`src/inc/twu_pkg.sv`:
```
// Summary of operation
// RULE1: Enabled start request starts once bus free
// RULE2: After START set flag, status 08
// RULE3: Set flag suspends the serial transfer
// RULE4: Writing one clears flag; zero ignored
// RULE5: Status codes defined with prescaler bits zero
// RULE6: Address direction bit selects transmit or receive
// RULE7: Write bit and ACK low, read/NACK high
// RULE8: Eight data bits then receiver acknowledge bit
// RULE9: Data write while flag low discarded, collision
// RULE10: Software loads write address, clears flag
// RULE11: Address sent: status 18, 20 or 38
// RULE12: Data sent: status 28 or 30
// RULE13: Load byte, clear flag: send byte
// RULE14: Start request with flag clear: repeated START
// RULE15: Stop request sends STOP, hardware clears it
// RULE16: Both requests: STOP then START, stop cleared
// RULE17: In 10, address direction picks mode
// RULE18: In 38: release, or START when free
// RULE19: Repeated START keeps bus without STOP
// RULE20: Software keeps enable set during transfers
// RULE21: Software masks status with F8 first
// RULE22: Released high but sampled low: arbitration lost
// RULE23: Interrupt request while flag and irq enable
package twu_pkg;
  localparam logic [3:0] OFF_CTL = 4'h0;
  localparam logic [3:0] OFF_STAT = 4'h4;
  localparam logic [3:0] OFF_DATA = 4'h8;
  localparam int FLAG_BIT = 7;
  localparam int ACKEN_BIT = 6;
  localparam int START_BIT = 5;
  localparam int STOP_BIT = 4;
  localparam int WC_BIT = 3;
  localparam int EN_BIT = 2;
  localparam int IE_BIT = 0;
  localparam logic [7:0] CTL_RESET = 8'h00;
  localparam logic [7:0] DATA_RESET = 8'hFF;
  localparam logic [7:0] ST_IDLE_CODE = 8'hF8;
  localparam logic [7:0] ST_START = 8'h08;
  localparam logic [7:0] ST_RSTART = 8'h10;
  localparam logic [7:0] ST_SLAW_ACK = 8'h18;
  localparam logic [7:0] ST_SLAW_NACK = 8'h20;
  localparam logic [7:0] ST_DATA_ACK = 8'h28;
  localparam logic [7:0] ST_DATA_NACK = 8'h30;
  localparam logic [7:0] ST_ARB_LOST = 8'h38;
  localparam logic [7:0] ST_SLAR_ACK = 8'h40;
  localparam logic [7:0] ST_SLAR_NACK = 8'h48;
  localparam logic [7:0] CODE_MASK = 8'hF8;
  localparam logic [3:0] BITS_PER_BYTE = 4'h8;
  localparam int CLK_NS = 40;
  localparam int QUARTER_NS = 80;
  localparam int QUARTER_CYC = ((QUARTER_NS + CLK_NS - 1) / CLK_NS < 1) ? 1 :
                               (QUARTER_NS + CLK_NS - 1) / CLK_NS;
  localparam int TICK_W = 8;
  typedef enum logic [11:0] {
    S_IDLE = 12'h001,
    S_WAIT_FREE = 12'h002,
    S_START_A = 12'h004,
    S_START_B = 12'h008,
    S_HOLD = 12'h010,
    S_BIT_LOW = 12'h020,
    S_BIT_HIGH = 12'h040,
    S_STOP_A = 12'h080,
    S_STOP_B = 12'h100,
    S_STOP_C = 12'h200,
    S_RS_A = 12'h400,
    S_RS_B = 12'h800
  } twu_state_e;
endpackage

```
`src/twu_sync.sv`:
```
`timescale 1ns/1ps
module twu_sync #(
  parameter int W = 2
) (
  input wire logic clk,
  input wire logic rst_n,
  input wire logic [W-1:0] d,
  output logic [W-1:0] q
);
  // Lines idle high, so both stages reset to one
  for (genvar i = 0; i < W; i++) begin : g_bit
    logic meta_q;
    logic sync_q;
    always_ff @(posedge clk) begin
      if (!rst_n) begin
        meta_q <= 1'b1;
        sync_q <= 1'b1;
      end else begin
        meta_q <= d[i];
        sync_q <= meta_q;
      end
    end
    assign q[i] = sync_q;
  end
endmodule // twu_sync

```
`src/twu_tick.sv`:
```
`timescale 1ns/1ps
module twu_tick (
  input wire logic clk,
  input wire logic rst_n,
  input wire logic restart,
  output logic done
);
  localparam logic [twu_pkg::TICK_W-1:0] LAST = twu_pkg::TICK_W'(twu_pkg::QUARTER_CYC - 1);
  logic [twu_pkg::TICK_W-1:0] cnt_q;
  // Free-running quarter-bit period, realigned on every phase change
  always_ff @(posedge clk) begin
    if (!rst_n || restart) begin
      cnt_q <= '0;
    end else if (cnt_q == LAST) begin
      cnt_q <= '0;
    end else begin
      cnt_q <= cnt_q + 1'b1;
    end
  end
  assign done = (cnt_q == LAST) && !restart;
endmodule // twu_tick

```
`src/twu_master_tx.sv`:
```
// Implementation choices: the register addresses and register access over Avalon-MM.
`timescale 1ns/1ps
module twu_master_tx (
  input wire logic clk,
  input wire logic rst_n,
  input wire logic [3:0] avs_address,
  input wire logic avs_read,
  input wire logic avs_write,
  input wire logic [31:0] avs_writedata,
  input wire logic [3:0] avs_byteenable,
  output logic [31:0] avs_readdata,
  output logic avs_waitrequest,
  input wire logic scl_i,
  output logic scl_o,
  output logic scl_oe,
  input wire logic sda_i,
  output logic sda_o,
  output logic sda_oe,
  output logic irq
);
  twu_pkg::twu_state_e st_q;
  twu_pkg::twu_state_e st_prev_q;
  logic wait_q;
  logic [31:0] rdata_q;
  logic flag_q, ack_en_q, start_q, stop_q, wc_q, en_q, ie_q;
  logic [7:0] code_q;
  logic [1:0] presc_q;
  logic [7:0] data_q;
  logic [7:0] shreg_q;
  logic [3:0] bitcnt_q;
  logic drv_q, half_q, addr_q, rw_q, mr_q, rep_q, busy_q, sda_p_q;
  logic scl_oe_q, sda_oe_q, irq_q, scl_o_q, sda_o_q;
  logic scl_s, sda_s, tick, restart;
  logic req, take, ctl_wr, dat_wr, stat_wr;
  logic bit_smp, arb_lost, byte_done, start_done, set_flag, clr_flag, ack_in;

  twu_sync #(.W(2)) u_sync (
    .clk(clk),
    .rst_n(rst_n),
    .d({scl_i, sda_i}),
    .q({scl_s, sda_s})
  );

  // Phases that wait on a released clock line restart while it is held low
  assign restart = (st_q != st_prev_q) ||
                   (!scl_s && (st_q == twu_pkg::S_BIT_HIGH || st_q == twu_pkg::S_STOP_B ||
                               st_q == twu_pkg::S_RS_B));

  twu_tick u_tick (
    .clk(clk),
    .rst_n(rst_n),
    .restart(restart),
    .done(tick)
  );

  // Avalon slave: one wait cycle, request completes on the edge it sees waitrequest low
  assign req = avs_read || avs_write;
  assign take = req && !wait_q;
  assign ctl_wr = take && avs_write && avs_byteenable[0] && avs_address == twu_pkg::OFF_CTL;
  assign stat_wr = take && avs_write && avs_byteenable[0] && avs_address == twu_pkg::OFF_STAT;
  assign dat_wr = take && avs_write && avs_byteenable[0] && avs_address == twu_pkg::OFF_DATA;

  always_ff @(posedge clk) begin
    if (!rst_n) begin
      wait_q <= 1'b1;
    end else begin
      wait_q <= !(req && wait_q);
    end
  end

  always_ff @(posedge clk) begin
    if (!rst_n) begin
      rdata_q <= '0;
    end else if (req && wait_q) begin
      unique case (avs_address)
        twu_pkg::OFF_CTL: rdata_q <= {24'h000000, flag_q, ack_en_q, start_q, stop_q,
                                      wc_q, en_q, 1'b0, ie_q};
        twu_pkg::OFF_STAT: rdata_q <= {24'h000000, code_q[7:3], 1'b0, presc_q}; // RULE5
        twu_pkg::OFF_DATA: rdata_q <= {24'h000000, data_q};
        default: rdata_q <= '0;
      endcase
    end
  end

  // Bus events seen on the synchronised lines
  assign bit_smp = (st_q == twu_pkg::S_BIT_HIGH) && tick;
  assign arb_lost = bit_smp && bitcnt_q != twu_pkg::BITS_PER_BYTE && !drv_q && !sda_s; // RULE22
  assign byte_done = bit_smp && bitcnt_q == twu_pkg::BITS_PER_BYTE; // RULE8
  assign ack_in = !sda_s; // RULE7
  assign start_done = (st_q == twu_pkg::S_START_B) && tick;
  assign set_flag = start_done || byte_done || arb_lost;
  assign clr_flag = ctl_wr && avs_writedata[twu_pkg::FLAG_BIT];

  // A hardware event in the same cycle as a software clear keeps the flag set
  always_ff @(posedge clk) begin
    if (!rst_n) begin
      flag_q <= twu_pkg::CTL_RESET[twu_pkg::FLAG_BIT];
    end else if (set_flag) begin
      flag_q <= 1'b1; // RULE2
    end else if (clr_flag) begin
      flag_q <= 1'b0; // RULE4
    end
  end

  always_ff @(posedge clk) begin
    if (!rst_n) begin
      ack_en_q <= twu_pkg::CTL_RESET[twu_pkg::ACKEN_BIT];
      start_q <= twu_pkg::CTL_RESET[twu_pkg::START_BIT];
      en_q <= twu_pkg::CTL_RESET[twu_pkg::EN_BIT];
      ie_q <= twu_pkg::CTL_RESET[twu_pkg::IE_BIT];
    end else if (ctl_wr) begin
      ack_en_q <= avs_writedata[twu_pkg::ACKEN_BIT];
      start_q <= avs_writedata[twu_pkg::START_BIT];
      en_q <= avs_writedata[twu_pkg::EN_BIT];
      ie_q <= avs_writedata[twu_pkg::IE_BIT];
    end
  end

  always_ff @(posedge clk) begin
    if (!rst_n) begin
      stop_q <= twu_pkg::CTL_RESET[twu_pkg::STOP_BIT];
    end else if (ctl_wr) begin
      stop_q <= avs_writedata[twu_pkg::STOP_BIT];
    end else if (st_q == twu_pkg::S_STOP_C && tick) begin
      stop_q <= 1'b0; // RULE15 RULE16
    end
  end

  // Data register only accepts writes while the flag is up
  always_ff @(posedge clk) begin
    if (!rst_n) begin
      data_q <= twu_pkg::DATA_RESET;
      wc_q <= twu_pkg::CTL_RESET[twu_pkg::WC_BIT];
    end else if (dat_wr) begin
      if (flag_q) begin
        data_q <= avs_writedata[7:0];
        wc_q <= 1'b0;
      end else begin
        wc_q <= 1'b1; // RULE9
      end
    end
  end

  always_ff @(posedge clk) begin
    if (!rst_n) begin
      presc_q <= 2'h0;
    end else if (stat_wr) begin
      presc_q <= avs_writedata[1:0];
    end
  end

  always_ff @(posedge clk) begin
    if (!rst_n) begin
      busy_q <= 1'b0;
      sda_p_q <= 1'b1;
    end else begin
      sda_p_q <= sda_s;
      if (scl_s && sda_p_q && !sda_s) begin
        busy_q <= 1'b1;
      end else if (scl_s && !sda_p_q && sda_s) begin
        busy_q <= 1'b0;
      end
    end
  end

  always_ff @(posedge clk) begin
    if (!rst_n) begin
      st_q <= twu_pkg::S_IDLE;
      st_prev_q <= twu_pkg::S_IDLE;
    end else begin
      st_prev_q <= st_q;
      if (!en_q) begin
        st_q <= twu_pkg::S_IDLE;
      end else begin
        unique case (st_q)
          twu_pkg::S_IDLE: if (!flag_q && start_q) st_q <= twu_pkg::S_WAIT_FREE; // RULE1 RULE18
          twu_pkg::S_WAIT_FREE: if (tick && !busy_q && scl_s && sda_s) begin
            st_q <= twu_pkg::S_START_A; // RULE1
          end
          twu_pkg::S_START_A: if (tick) st_q <= twu_pkg::S_START_B;
          twu_pkg::S_START_B: if (tick) st_q <= twu_pkg::S_HOLD;
          twu_pkg::S_HOLD: if (!flag_q) begin // RULE3
            if (stop_q) begin
              st_q <= twu_pkg::S_STOP_A; // RULE15 RULE16
            end else if (start_q) begin
              st_q <= twu_pkg::S_RS_A; // RULE14 RULE19
            end else if (addr_q || !mr_q) begin
              st_q <= twu_pkg::S_BIT_LOW; // RULE13
            end
          end
          twu_pkg::S_BIT_LOW: if (tick && half_q) st_q <= twu_pkg::S_BIT_HIGH;
          twu_pkg::S_BIT_HIGH: if (bit_smp) begin
            if (arb_lost) begin
              st_q <= twu_pkg::S_IDLE; // RULE22
            end else if (byte_done) begin
              st_q <= twu_pkg::S_HOLD; // RULE3
            end else begin
              st_q <= twu_pkg::S_BIT_LOW;
            end
          end
          twu_pkg::S_STOP_A: if (tick) st_q <= twu_pkg::S_STOP_B;
          twu_pkg::S_STOP_B: if (tick) st_q <= twu_pkg::S_STOP_C;
          twu_pkg::S_STOP_C: if (tick) begin
            st_q <= start_q ? twu_pkg::S_WAIT_FREE : twu_pkg::S_IDLE; // RULE16
          end
          twu_pkg::S_RS_A: if (tick) st_q <= twu_pkg::S_RS_B;
          twu_pkg::S_RS_B: if (tick) st_q <= twu_pkg::S_START_A; // RULE19
          default: st_q <= twu_pkg::S_IDLE;
        endcase
      end
    end
  end

  // Shift path; data changes a quarter period after the clock line falls
  always_ff @(posedge clk) begin
    if (!rst_n) begin
      shreg_q <= '0;
      bitcnt_q <= '0;
      drv_q <= 1'b0;
      half_q <= 1'b0;
      rw_q <= 1'b0;
    end else if (st_q == twu_pkg::S_START_B) begin
      drv_q <= 1'b1;
    end else if (st_q == twu_pkg::S_HOLD && !flag_q && !stop_q && !start_q) begin
      shreg_q <= data_q; // RULE10 RULE13
      bitcnt_q <= '0;
      half_q <= 1'b0;
      if (addr_q) begin
        rw_q <= data_q[0]; // RULE6
      end
    end else if (st_q == twu_pkg::S_BIT_LOW && tick && !half_q) begin
      drv_q <= (bitcnt_q != twu_pkg::BITS_PER_BYTE) && !shreg_q[7]; // RULE7 RULE8
      half_q <= 1'b1;
    end else if (bit_smp && !byte_done && !arb_lost) begin
      shreg_q <= {shreg_q[6:0], 1'b0};
      bitcnt_q <= bitcnt_q + 4'h1;
      half_q <= 1'b0;
    end
  end

  always_ff @(posedge clk) begin
    if (!rst_n) begin
      code_q <= twu_pkg::ST_IDLE_CODE;
      addr_q <= 1'b0;
      mr_q <= 1'b0;
      rep_q <= 1'b0;
    end else if (start_done) begin
      code_q <= rep_q ? twu_pkg::ST_RSTART : twu_pkg::ST_START; // RULE2 RULE14
      addr_q <= 1'b1;
      rep_q <= 1'b0;
    end else if (arb_lost) begin
      code_q <= twu_pkg::ST_ARB_LOST; // RULE11 RULE22
      addr_q <= 1'b0;
      mr_q <= 1'b0;
    end else if (byte_done) begin
      addr_q <= 1'b0;
      if (addr_q && rw_q) begin
        code_q <= ack_in ? twu_pkg::ST_SLAR_ACK : twu_pkg::ST_SLAR_NACK; // RULE17
        mr_q <= 1'b1; // RULE6
      end else if (addr_q) begin
        code_q <= ack_in ? twu_pkg::ST_SLAW_ACK : twu_pkg::ST_SLAW_NACK; // RULE11
        mr_q <= 1'b0; // RULE6
      end else begin
        code_q <= ack_in ? twu_pkg::ST_DATA_ACK : twu_pkg::ST_DATA_NACK; // RULE12
      end
    end else if (st_q == twu_pkg::S_RS_A) begin
      rep_q <= 1'b1;
    end else if (st_q == twu_pkg::S_STOP_C && tick) begin
      code_q <= twu_pkg::ST_IDLE_CODE;
      mr_q <= 1'b0;
    end
  end

  // Open-drain drive: enable pulls low, the pad level is always zero
  always_ff @(posedge clk) begin
    if (!rst_n) begin
      scl_oe_q <= 1'b0;
      sda_oe_q <= 1'b0;
      scl_o_q <= 1'b0;
      sda_o_q <= 1'b0;
      irq_q <= 1'b0;
    end else begin
      scl_o_q <= 1'b0;
      sda_o_q <= 1'b0;
      irq_q <= flag_q && ie_q; // RULE23
      unique case (st_q)
        twu_pkg::S_HOLD, twu_pkg::S_BIT_LOW: begin
          scl_oe_q <= 1'b1; // RULE3
          sda_oe_q <= drv_q;
        end
        twu_pkg::S_BIT_HIGH: begin
          scl_oe_q <= 1'b0;
          sda_oe_q <= drv_q;
        end
        twu_pkg::S_START_A, twu_pkg::S_STOP_B: begin
          scl_oe_q <= 1'b0;
          sda_oe_q <= 1'b1;
        end
        twu_pkg::S_START_B, twu_pkg::S_STOP_A: begin
          scl_oe_q <= 1'b1;
          sda_oe_q <= 1'b1;
        end
        twu_pkg::S_RS_A: begin
          scl_oe_q <= 1'b1;
          sda_oe_q <= 1'b0;
        end
        default: begin
          scl_oe_q <= 1'b0; // RULE18
          sda_oe_q <= 1'b0;
        end
      endcase
    end
  end

  assign avs_readdata = rdata_q;
  assign avs_waitrequest = wait_q;
  assign scl_o = scl_o_q;
  assign sda_o = sda_o_q;
  assign scl_oe = scl_oe_q;
  assign sda_oe = sda_oe_q;
  assign irq = irq_q;
endmodule // twu_master_tx

```
`config.mk`:
```
export PLATFORM = sky130hd
export DESIGN_NAME = twu_master_tx
export DESIGN_NICKNAME = d
export VERILOG_FILES = /design/src/inc/twu_pkg.sv /design/src/twu_sync.sv /design/src/twu_tick.sv /design/src/twu_master_tx.sv
export SDC_FILE = /design/constraint.sdc
export NUM_CORES = 1
export LEC_CHECK = 0
export ABC_AREA = 1
export BUFFER_PORTS_ARGS = -buffer_cell sky130_fd_sc_hd__buf_4
export CAP_MARGIN = 10
export CORE_MARGIN = 2
export CORE_UTILIZATION = 47
export DETAILED_ROUTE_END_ITERATION = 7
export GPL_ROUTABILITY_DRIVEN = 0
export PLACE_DENSITY_LB_ADDON = 0.15
export SYNTH_ARGS = -nofsm -noshare
export SYNTH_HDL_FRONTEND = slang
export SYNTH_HIERARCHICAL = 1
export SYNTH_SLANG_ARGS = --single-unit
```
`constraint.sdc`:
```
create_clock -name clk -period 4.85 [get_ports clk]
set_input_delay 1.2125 -clock clk [delete_from_list [all_inputs] [get_ports clk]]
set_output_delay 1.2125 -clock clk [all_outputs]
set_load 0.03 [all_outputs]
```
## After elaboration in Yosys (flattened, before gate mapping)

Index checks and enable logic that the tools add are counted.

- Input port bits: 46
- Output and inout bits: 38
- Word-level logic and storage cells: 221
- Bits in registers: 117

- $add $sub $neg: 2
- Mux-type cells: 60
- Bitwise gates (word level): 5
- Reductions and logical operators: 86
- Equality and inequality tests: 36

Operators with widths:

| operator | number |
|---|---|
| 12-bit 2-to-1 mux | 15 |
| 12-bit case mux with 12 select lines | 1 |
| 8-bit 2-to-1 mux | 8 |
| 1-bit logical AND | 36 |
| 2-bit != test (second input constant) | 14 |
| 6-bit 2-to-1 mux | 4 |
| 8-bit case mux with 3 select lines | 1 |
| 1-bit 2-to-1 mux | 22 |
| 1-bit zero test | 17 |
| 4-bit 2-to-1 mux | 4 |
| 13-bit AND reduction | 1 |
| 12-bit by 1-bit == test with 1-bit output (second input constant) | 1 |
| 12-bit by 10-bit == test with 1-bit output (second input constant) | 1 |
| 12-bit by 11-bit == test with 1-bit output (second input constant) | 1 |
| 12-bit == test (second input constant) | 1 |
| 12-bit by 2-bit == test with 1-bit output (second input constant) | 1 |
| 12-bit by 3-bit == test with 1-bit output (second input constant) | 1 |
| 12-bit by 4-bit == test with 1-bit output (second input constant) | 1 |
| 12-bit by 5-bit == test with 1-bit output (second input constant) | 1 |
| 12-bit by 6-bit == test with 1-bit output (second input constant) | 1 |
| 12-bit by 7-bit == test with 1-bit output (second input constant) | 1 |
| 12-bit by 8-bit == test with 1-bit output (second input constant) | 1 |
| 12-bit by 9-bit == test with 1-bit output (second input constant) | 1 |
| 12-bit != test | 1 |
| 25 further kinds | 53 |

## Depth between registers and ports, before layout

- Depth in word-level cells: 16
- Depth in mapped cells: 18
- Gate-level depth less buffers: 16

## Modules after synthesis

Netlist, hierarchy kept.

By module, submodules not included:

| module | area each (µm²) | seq. area each (µm²) | times used | cells each |
|---|---|---|---|---|
| twu_master_tx | 4040.1 | 1561.5 | 1 | 559 |
| twu_tick | 439.2 | 160.2 | 1 | 68 |
| twu_sync | 125.1 | 80.1 | 1 | 14 |

## Worst setup path before layout

OpenSTA, ideal clock, no wires.

- Path type: input to register
- Start: input avs_address[1]
- End: register data_q[0]
- Stages: 9
- Buffers on the path: 1
- Library setup time: 138 ps
- Arrival: 2337 ps
- Slack: 2375 ps
- Cell sequence: nor2_1 inv_1 nor3_2 inv_1 nor2_1 nand2_1 inv_1 buf_2 o211ai_1

- Longest elaborated chain between the ends: 3

RTL lines:

| what | RTL line | RTL |
|---|---|---|
| start, declared | twu_master_tx.sv:6 | `input wire logic [3:0] avs_address,` |
| 4-bit == test | twu_master_tx.sv:61 | `assign dat_wr = take && avs_write && avs_byteenable[0] && avs_address == twu_pkg::OFF_DATA;` |
| 1-bit logical AND | twu_master_tx.sv:61 |  |
| 2-bit AND reduction (no line) | -- |  |
| end signal, assigned | twu_master_tx.sv:132 | `data_q <= twu_pkg::DATA_RESET;` |
| end signal, assigned | twu_master_tx.sv:136 | `data_q <= avs_writedata[7:0];` |
| end, declared | twu_master_tx.sv:28 | `logic [7:0] data_q;` |

Every way passes these cells.
A chain may end at the register's enable or synchronous reset.

## Worst setup path in the final report

- Start: register st_q[10]
- End: register st_q[7]

- Longest elaborated chain between the ends: 12
- Elaborated cells on any way between the ends: 39
- Classes of those cells: eq/ne: 26; mux: 1; reduce/logical: 12

RTL lines:

| what | RTL line | RTL |
|---|---|---|
| start, declared | twu_master_tx.sv:21 | `twu_pkg::twu_state_e st_q;` |
| start signal, assigned | twu_master_tx.sv:168 | `st_q <= twu_pkg::S_IDLE;` |
| start signal, assigned | twu_master_tx.sv:173 | `st_q <= twu_pkg::S_IDLE;` |
| start signal, assigned | twu_master_tx.sv:176 | `twu_pkg::S_IDLE: if (!flag_q && start_q) st_q <= twu_pkg::S_WAIT_FREE;` |
| 12-bit by 7-bit == test with 1-bit output / 12-bit by 9-bit == test with 1-bit output (equally long branches) | twu_master_tx.sv:46 | `(!scl_s && (st_q == twu_pkg::S_BIT_HIGH \|\| st_q == twu_pkg::S_STOP_B \|\|` |
| 1-bit logical OR (2 in series) | twu_master_tx.sv:46 |  |
| 1-bit logical AND | twu_master_tx.sv:46 |  |
| 1-bit logical OR (*) | twu_master_tx.sv:45 | `assign restart = (st_q != st_prev_q) \|\|` |
| named net restart | twu_master_tx.sv:33 | `logic scl_s, sda_s, tick, restart;` |
| 1-bit zero test (*) | twu_tick.sv:20 | `assign done = (cnt_q == LAST) && !restart;` |
| 1-bit logical AND (*) | twu_tick.sv:20 |  |
| named net tick | twu_master_tx.sv:33 |  |
| 1-bit logical AND (3 in series) | twu_master_tx.sv:177 | `twu_pkg::S_WAIT_FREE: if (tick && !busy_q && scl_s && sda_s) begin` |
| 2-bit != test (no line) | -- |  |
| 13-bit AND reduction (no line) (*) | -- |  |

The timed path passes the listed nets; every way through them passes the cells marked *.

==> results.sh <==
export IMPL_outcome="completed"
export IMPL_critPathMaxFanout=7
export IMPL_overflow=0
export IMPL_post_synth_cell_area_avg_um2=7.183
export IMPL_die_area_um2=10600
export IMPL_clock_sinks=90
export IMPL_ys_ff_latch=90
export IMPL_yosysSeqAreaShare_pct=39.13
export IMPL_hold_depth=2
export IMPL_clock_root_buffer="clkbuf_8"
export IMPL_crit_chain="xnor2_1, nand4_1, nor3_1, o21ai_0, nor2_1, nand3_1, nand3_1, nand2_1, inv_1, nand2_1, nor2_1, nand4_1, a21oi_2"
export IMPL_cap_viol_max_count=0
export IMPL_cts_buffers_inserted=9
export IMPL_ant_nets=0
export IMPL_core_area_um2=9639
export IMPL_die_h_um=103.0
export IMPL_worst_hold_path_type="reg -> reg"
export IMPL_synth_ff_type="dfxtp_1"
export IMPL_timing_hold_ws_ns=0.4028
export IMPL_num_vias=3936
export IMPL_finalHoldViolCount=0
export IMPL_r2r_end="st_q[7]"
export IMPL_max_freq_mhz=362.7
export IMPL_areaGrowthSynthToFinish_pct=9.239
export IMPL_first_iter_violations=192
export IMPL_drc=0
export IMPL_grt_antenna_before_repair=0
export IMPL_worstHoldStart="u_sync/g_bit[0].meta_q"
export IMPL_worst_pin_slew_ns=0.6145
export IMPL_slew_violations=0
export IMPL_cts_hold_buf=0
export IMPL_portBuffers=30
export IMPL_skew_ns=0.01316
export IMPL_cpMaxStageDelayCell="dfxtp_1"
export IMPL_std_cell_rows=36
export IMPL_p_total_w=0.001394
export IMPL_rr_worst_depth=13
export IMPL_period_share_pct=56.84
export IMPL_nets=719
export IMPL_cts_resized_gates=0
export IMPL_clockBufferDepth=2
export IMPL_regToRegSetupSlack_ns=2.09
export IMPL_grt_pass1_vias=3465
export IMPL_setup_viol=0
export IMPL_dpl_hpwl_um=7566
export IMPL_syn_inst=641
export IMPL_grt_use_total_pct=20.03
export IMPL_worstSetupPathType="reg -> reg"
export IMPL_reg2reg_from="st_q[10]"
export IMPL_cts_setup_buffers=0
export IMPL_critPathArrivalTime_ns=3.04
export IMPL_grt_first_pass_wirelength_um=16650
export IMPL_irDropWorstVdd_uv=127.9
export IMPL_period_minus_slack_ns=2.757
export IMPL_avgRoutedWirePerCell_um=12.61
export IMPL_cellPowerDensity_nw_per_um2=277.1
export IMPL_mostFrequentLayoutCells="nand2_1 (145), dfxtp_1 (90), inv_1 (83)"
export IMPL_ys_warn_count=6
export IMPL_grt_max_degree=58
export IMPL_critPathLaunchType="register"
export IMPL_fin_tns_setup_ns=0
export IMPL_h_tree_depth=3
export IMPL_io_pins=84
export IMPL_clkSlewWorstSetupHoldPaths_ns=0.08
export IMPL_rsz0062_at_grt="no"
export IMPL_die_w_um=103.0
export IMPL_layout_cells_most_common="nand2_1"
export IMPL_firstDrtPassIters=5
export IMPL_syn_area_um2=4604
export IMPL_cts_tree="done"
export IMPL_slowest_delay_ns=0.51
export IMPL_whs_endpoint="u_sync/g_bit[0].sync_q"
export IMPL_diodes=0
export IMPL_synth_distinct_cells=40
export IMPL_async_flop_share_pct=0
export IMPL_p_leak_nw=2.323
export IMPL_clkLatencyLatePin_ns=0.36
export IMPL_crit_path_end_kind="register"
export IMPL_maxSlewHeadroom_pct=58.76
export IMPL_drive_above_1_share_pct=12.63
export IMPL_routed_via_density=4.883
export IMPL_initial_core_util_pct=47.77
export IMPL_synth_edf_count=0
export IMPL_wl_um=10160
export IMPL_required_ns=5.14
==> registers in the layout, indices dropped and copies added (netlist names), 2 cells and up <==
| name | count |
|---|---|
| st_prev_q | 12 |
| st_q | 12 |
| avs_readdata | 8 |
| data_q | 8 |
| shreg_q | 8 |
| u_tick/cnt_q | 8 |
| code_q | 5 |
| bitcnt_q | 4 |
| presc_q | 2 |
| u_sync/g_bit.meta_q | 2 |
| u_sync/g_bit.sync_q | 2 |
==> per-stage QoR <==
| step | setup WS [ns] | util [%] | std cells | instance area (um^2) |
|---|---|---|---|---|
| global placement | 1.972 | 49.95 | 790 | 4815 |
| floorplan | 2.375 | - | 666 | 4698 |
| global route | 1.779 | 52.18 | 806 | 5030 |
| detailed placement | 1.952 | 49.95 | 790 | 4815 |
| CTS | 2.071 | 52.18 | 806 | 5030 |
| finish | 2.093 | 52.18 | 806 | 5030 |
==> Yosys cell counts, types with 6 or more instances <==
library cell / n / area [um^2]
a21oi_1: 36 / 180.2
buf_4: 28 / 210.2
clkbuf_1: 7 / 26.28
dfxtp_1: 90 / 1802
inv_1: 83 / 311.6
inv_2: 6 / 22.52
nand2_1: 145 / 544.3
nand2_2: 6 / 37.54
nand3_1: 40 / 200.2
nand4_1: 13 / 81.33
nor2_1: 65 / 244.0
nor2_2: 7 / 43.79
nor3_1: 8 / 40.04
o211ai_1: 8 / 60.06
o21ai_0: 29 / 145.1
xnor2_1: 14 / 122.6
==> how the worst max path moves through the flow <==
stage | endpoint | cells past startpoint | start | slack [ns]
6_report | st_q[7] | 13 | st_q[10] | 2.09
5_1_grt | st_q[7] | 13 | st_q[10] | 1.78
4_1_cts | st_q[11] | 13 | st_q[10] | 2.07
3_5_place_dp | data_q[0] | 9 | avs_address[1] | 1.95
3_3_place_gp | en_q | 9 | avs_address[1] | 1.97
2_1_floorplan | data_q[0] | 9 | avs_address[1] | 2.37
==> metal layers <==
metal	wire length [um]	part of all wire (%)	global-route usage, %
met5	0	0	0
met4	206	2.0	8.806
met1	4737	47	26.85
met2	4847	48	32.07
met3	370	3.6	2.983
==> final cells by class <==
class                   count  area, um^2
clock inverters             3       46.29
fillers                   983        4609
clock buffers              13       168.9
repair buffers             30       225.2
flip-flops and latches     90        1802
inverters                  92       347.8
well taps                 133       166.4
multi-input cells         445        2273
==> power breakdown <==
part	leakage [nW]	switching [W]	internal (W)
registers	0.728	0.00000652	0.000747
logic	1.49	0.0000772	0.0000270
clock network	0.106	0.000255	0.000282
total	2.32	0.000339	0.00106
==> logic make-up after synthesis <==
group / Yosys count / share of synthesized area [%]
XOR/XNOR: 17 / 3.234
buffers and inverters: 131 / 13.53
other: 1 / 0.08144
multiplexers: 5 / 1.087
flip-flops: 90 / 39.13
adder cells (fa/ha/maj): 5 / 1.359
AND/OR/NAND/NOR: 300 / 30.14
AO/OA/AOI/OAI: 92 / 11.44
==> critical path, delay by kind of cell (launching register included) <==
family	cells	cell delay [ns]
simple gates	9	1.65
compound gates	2	0.30
buf+inv	1	0.06
xor+xnor	1	0.16
flops	1	0.51
(Power assumes the default switching activity.)
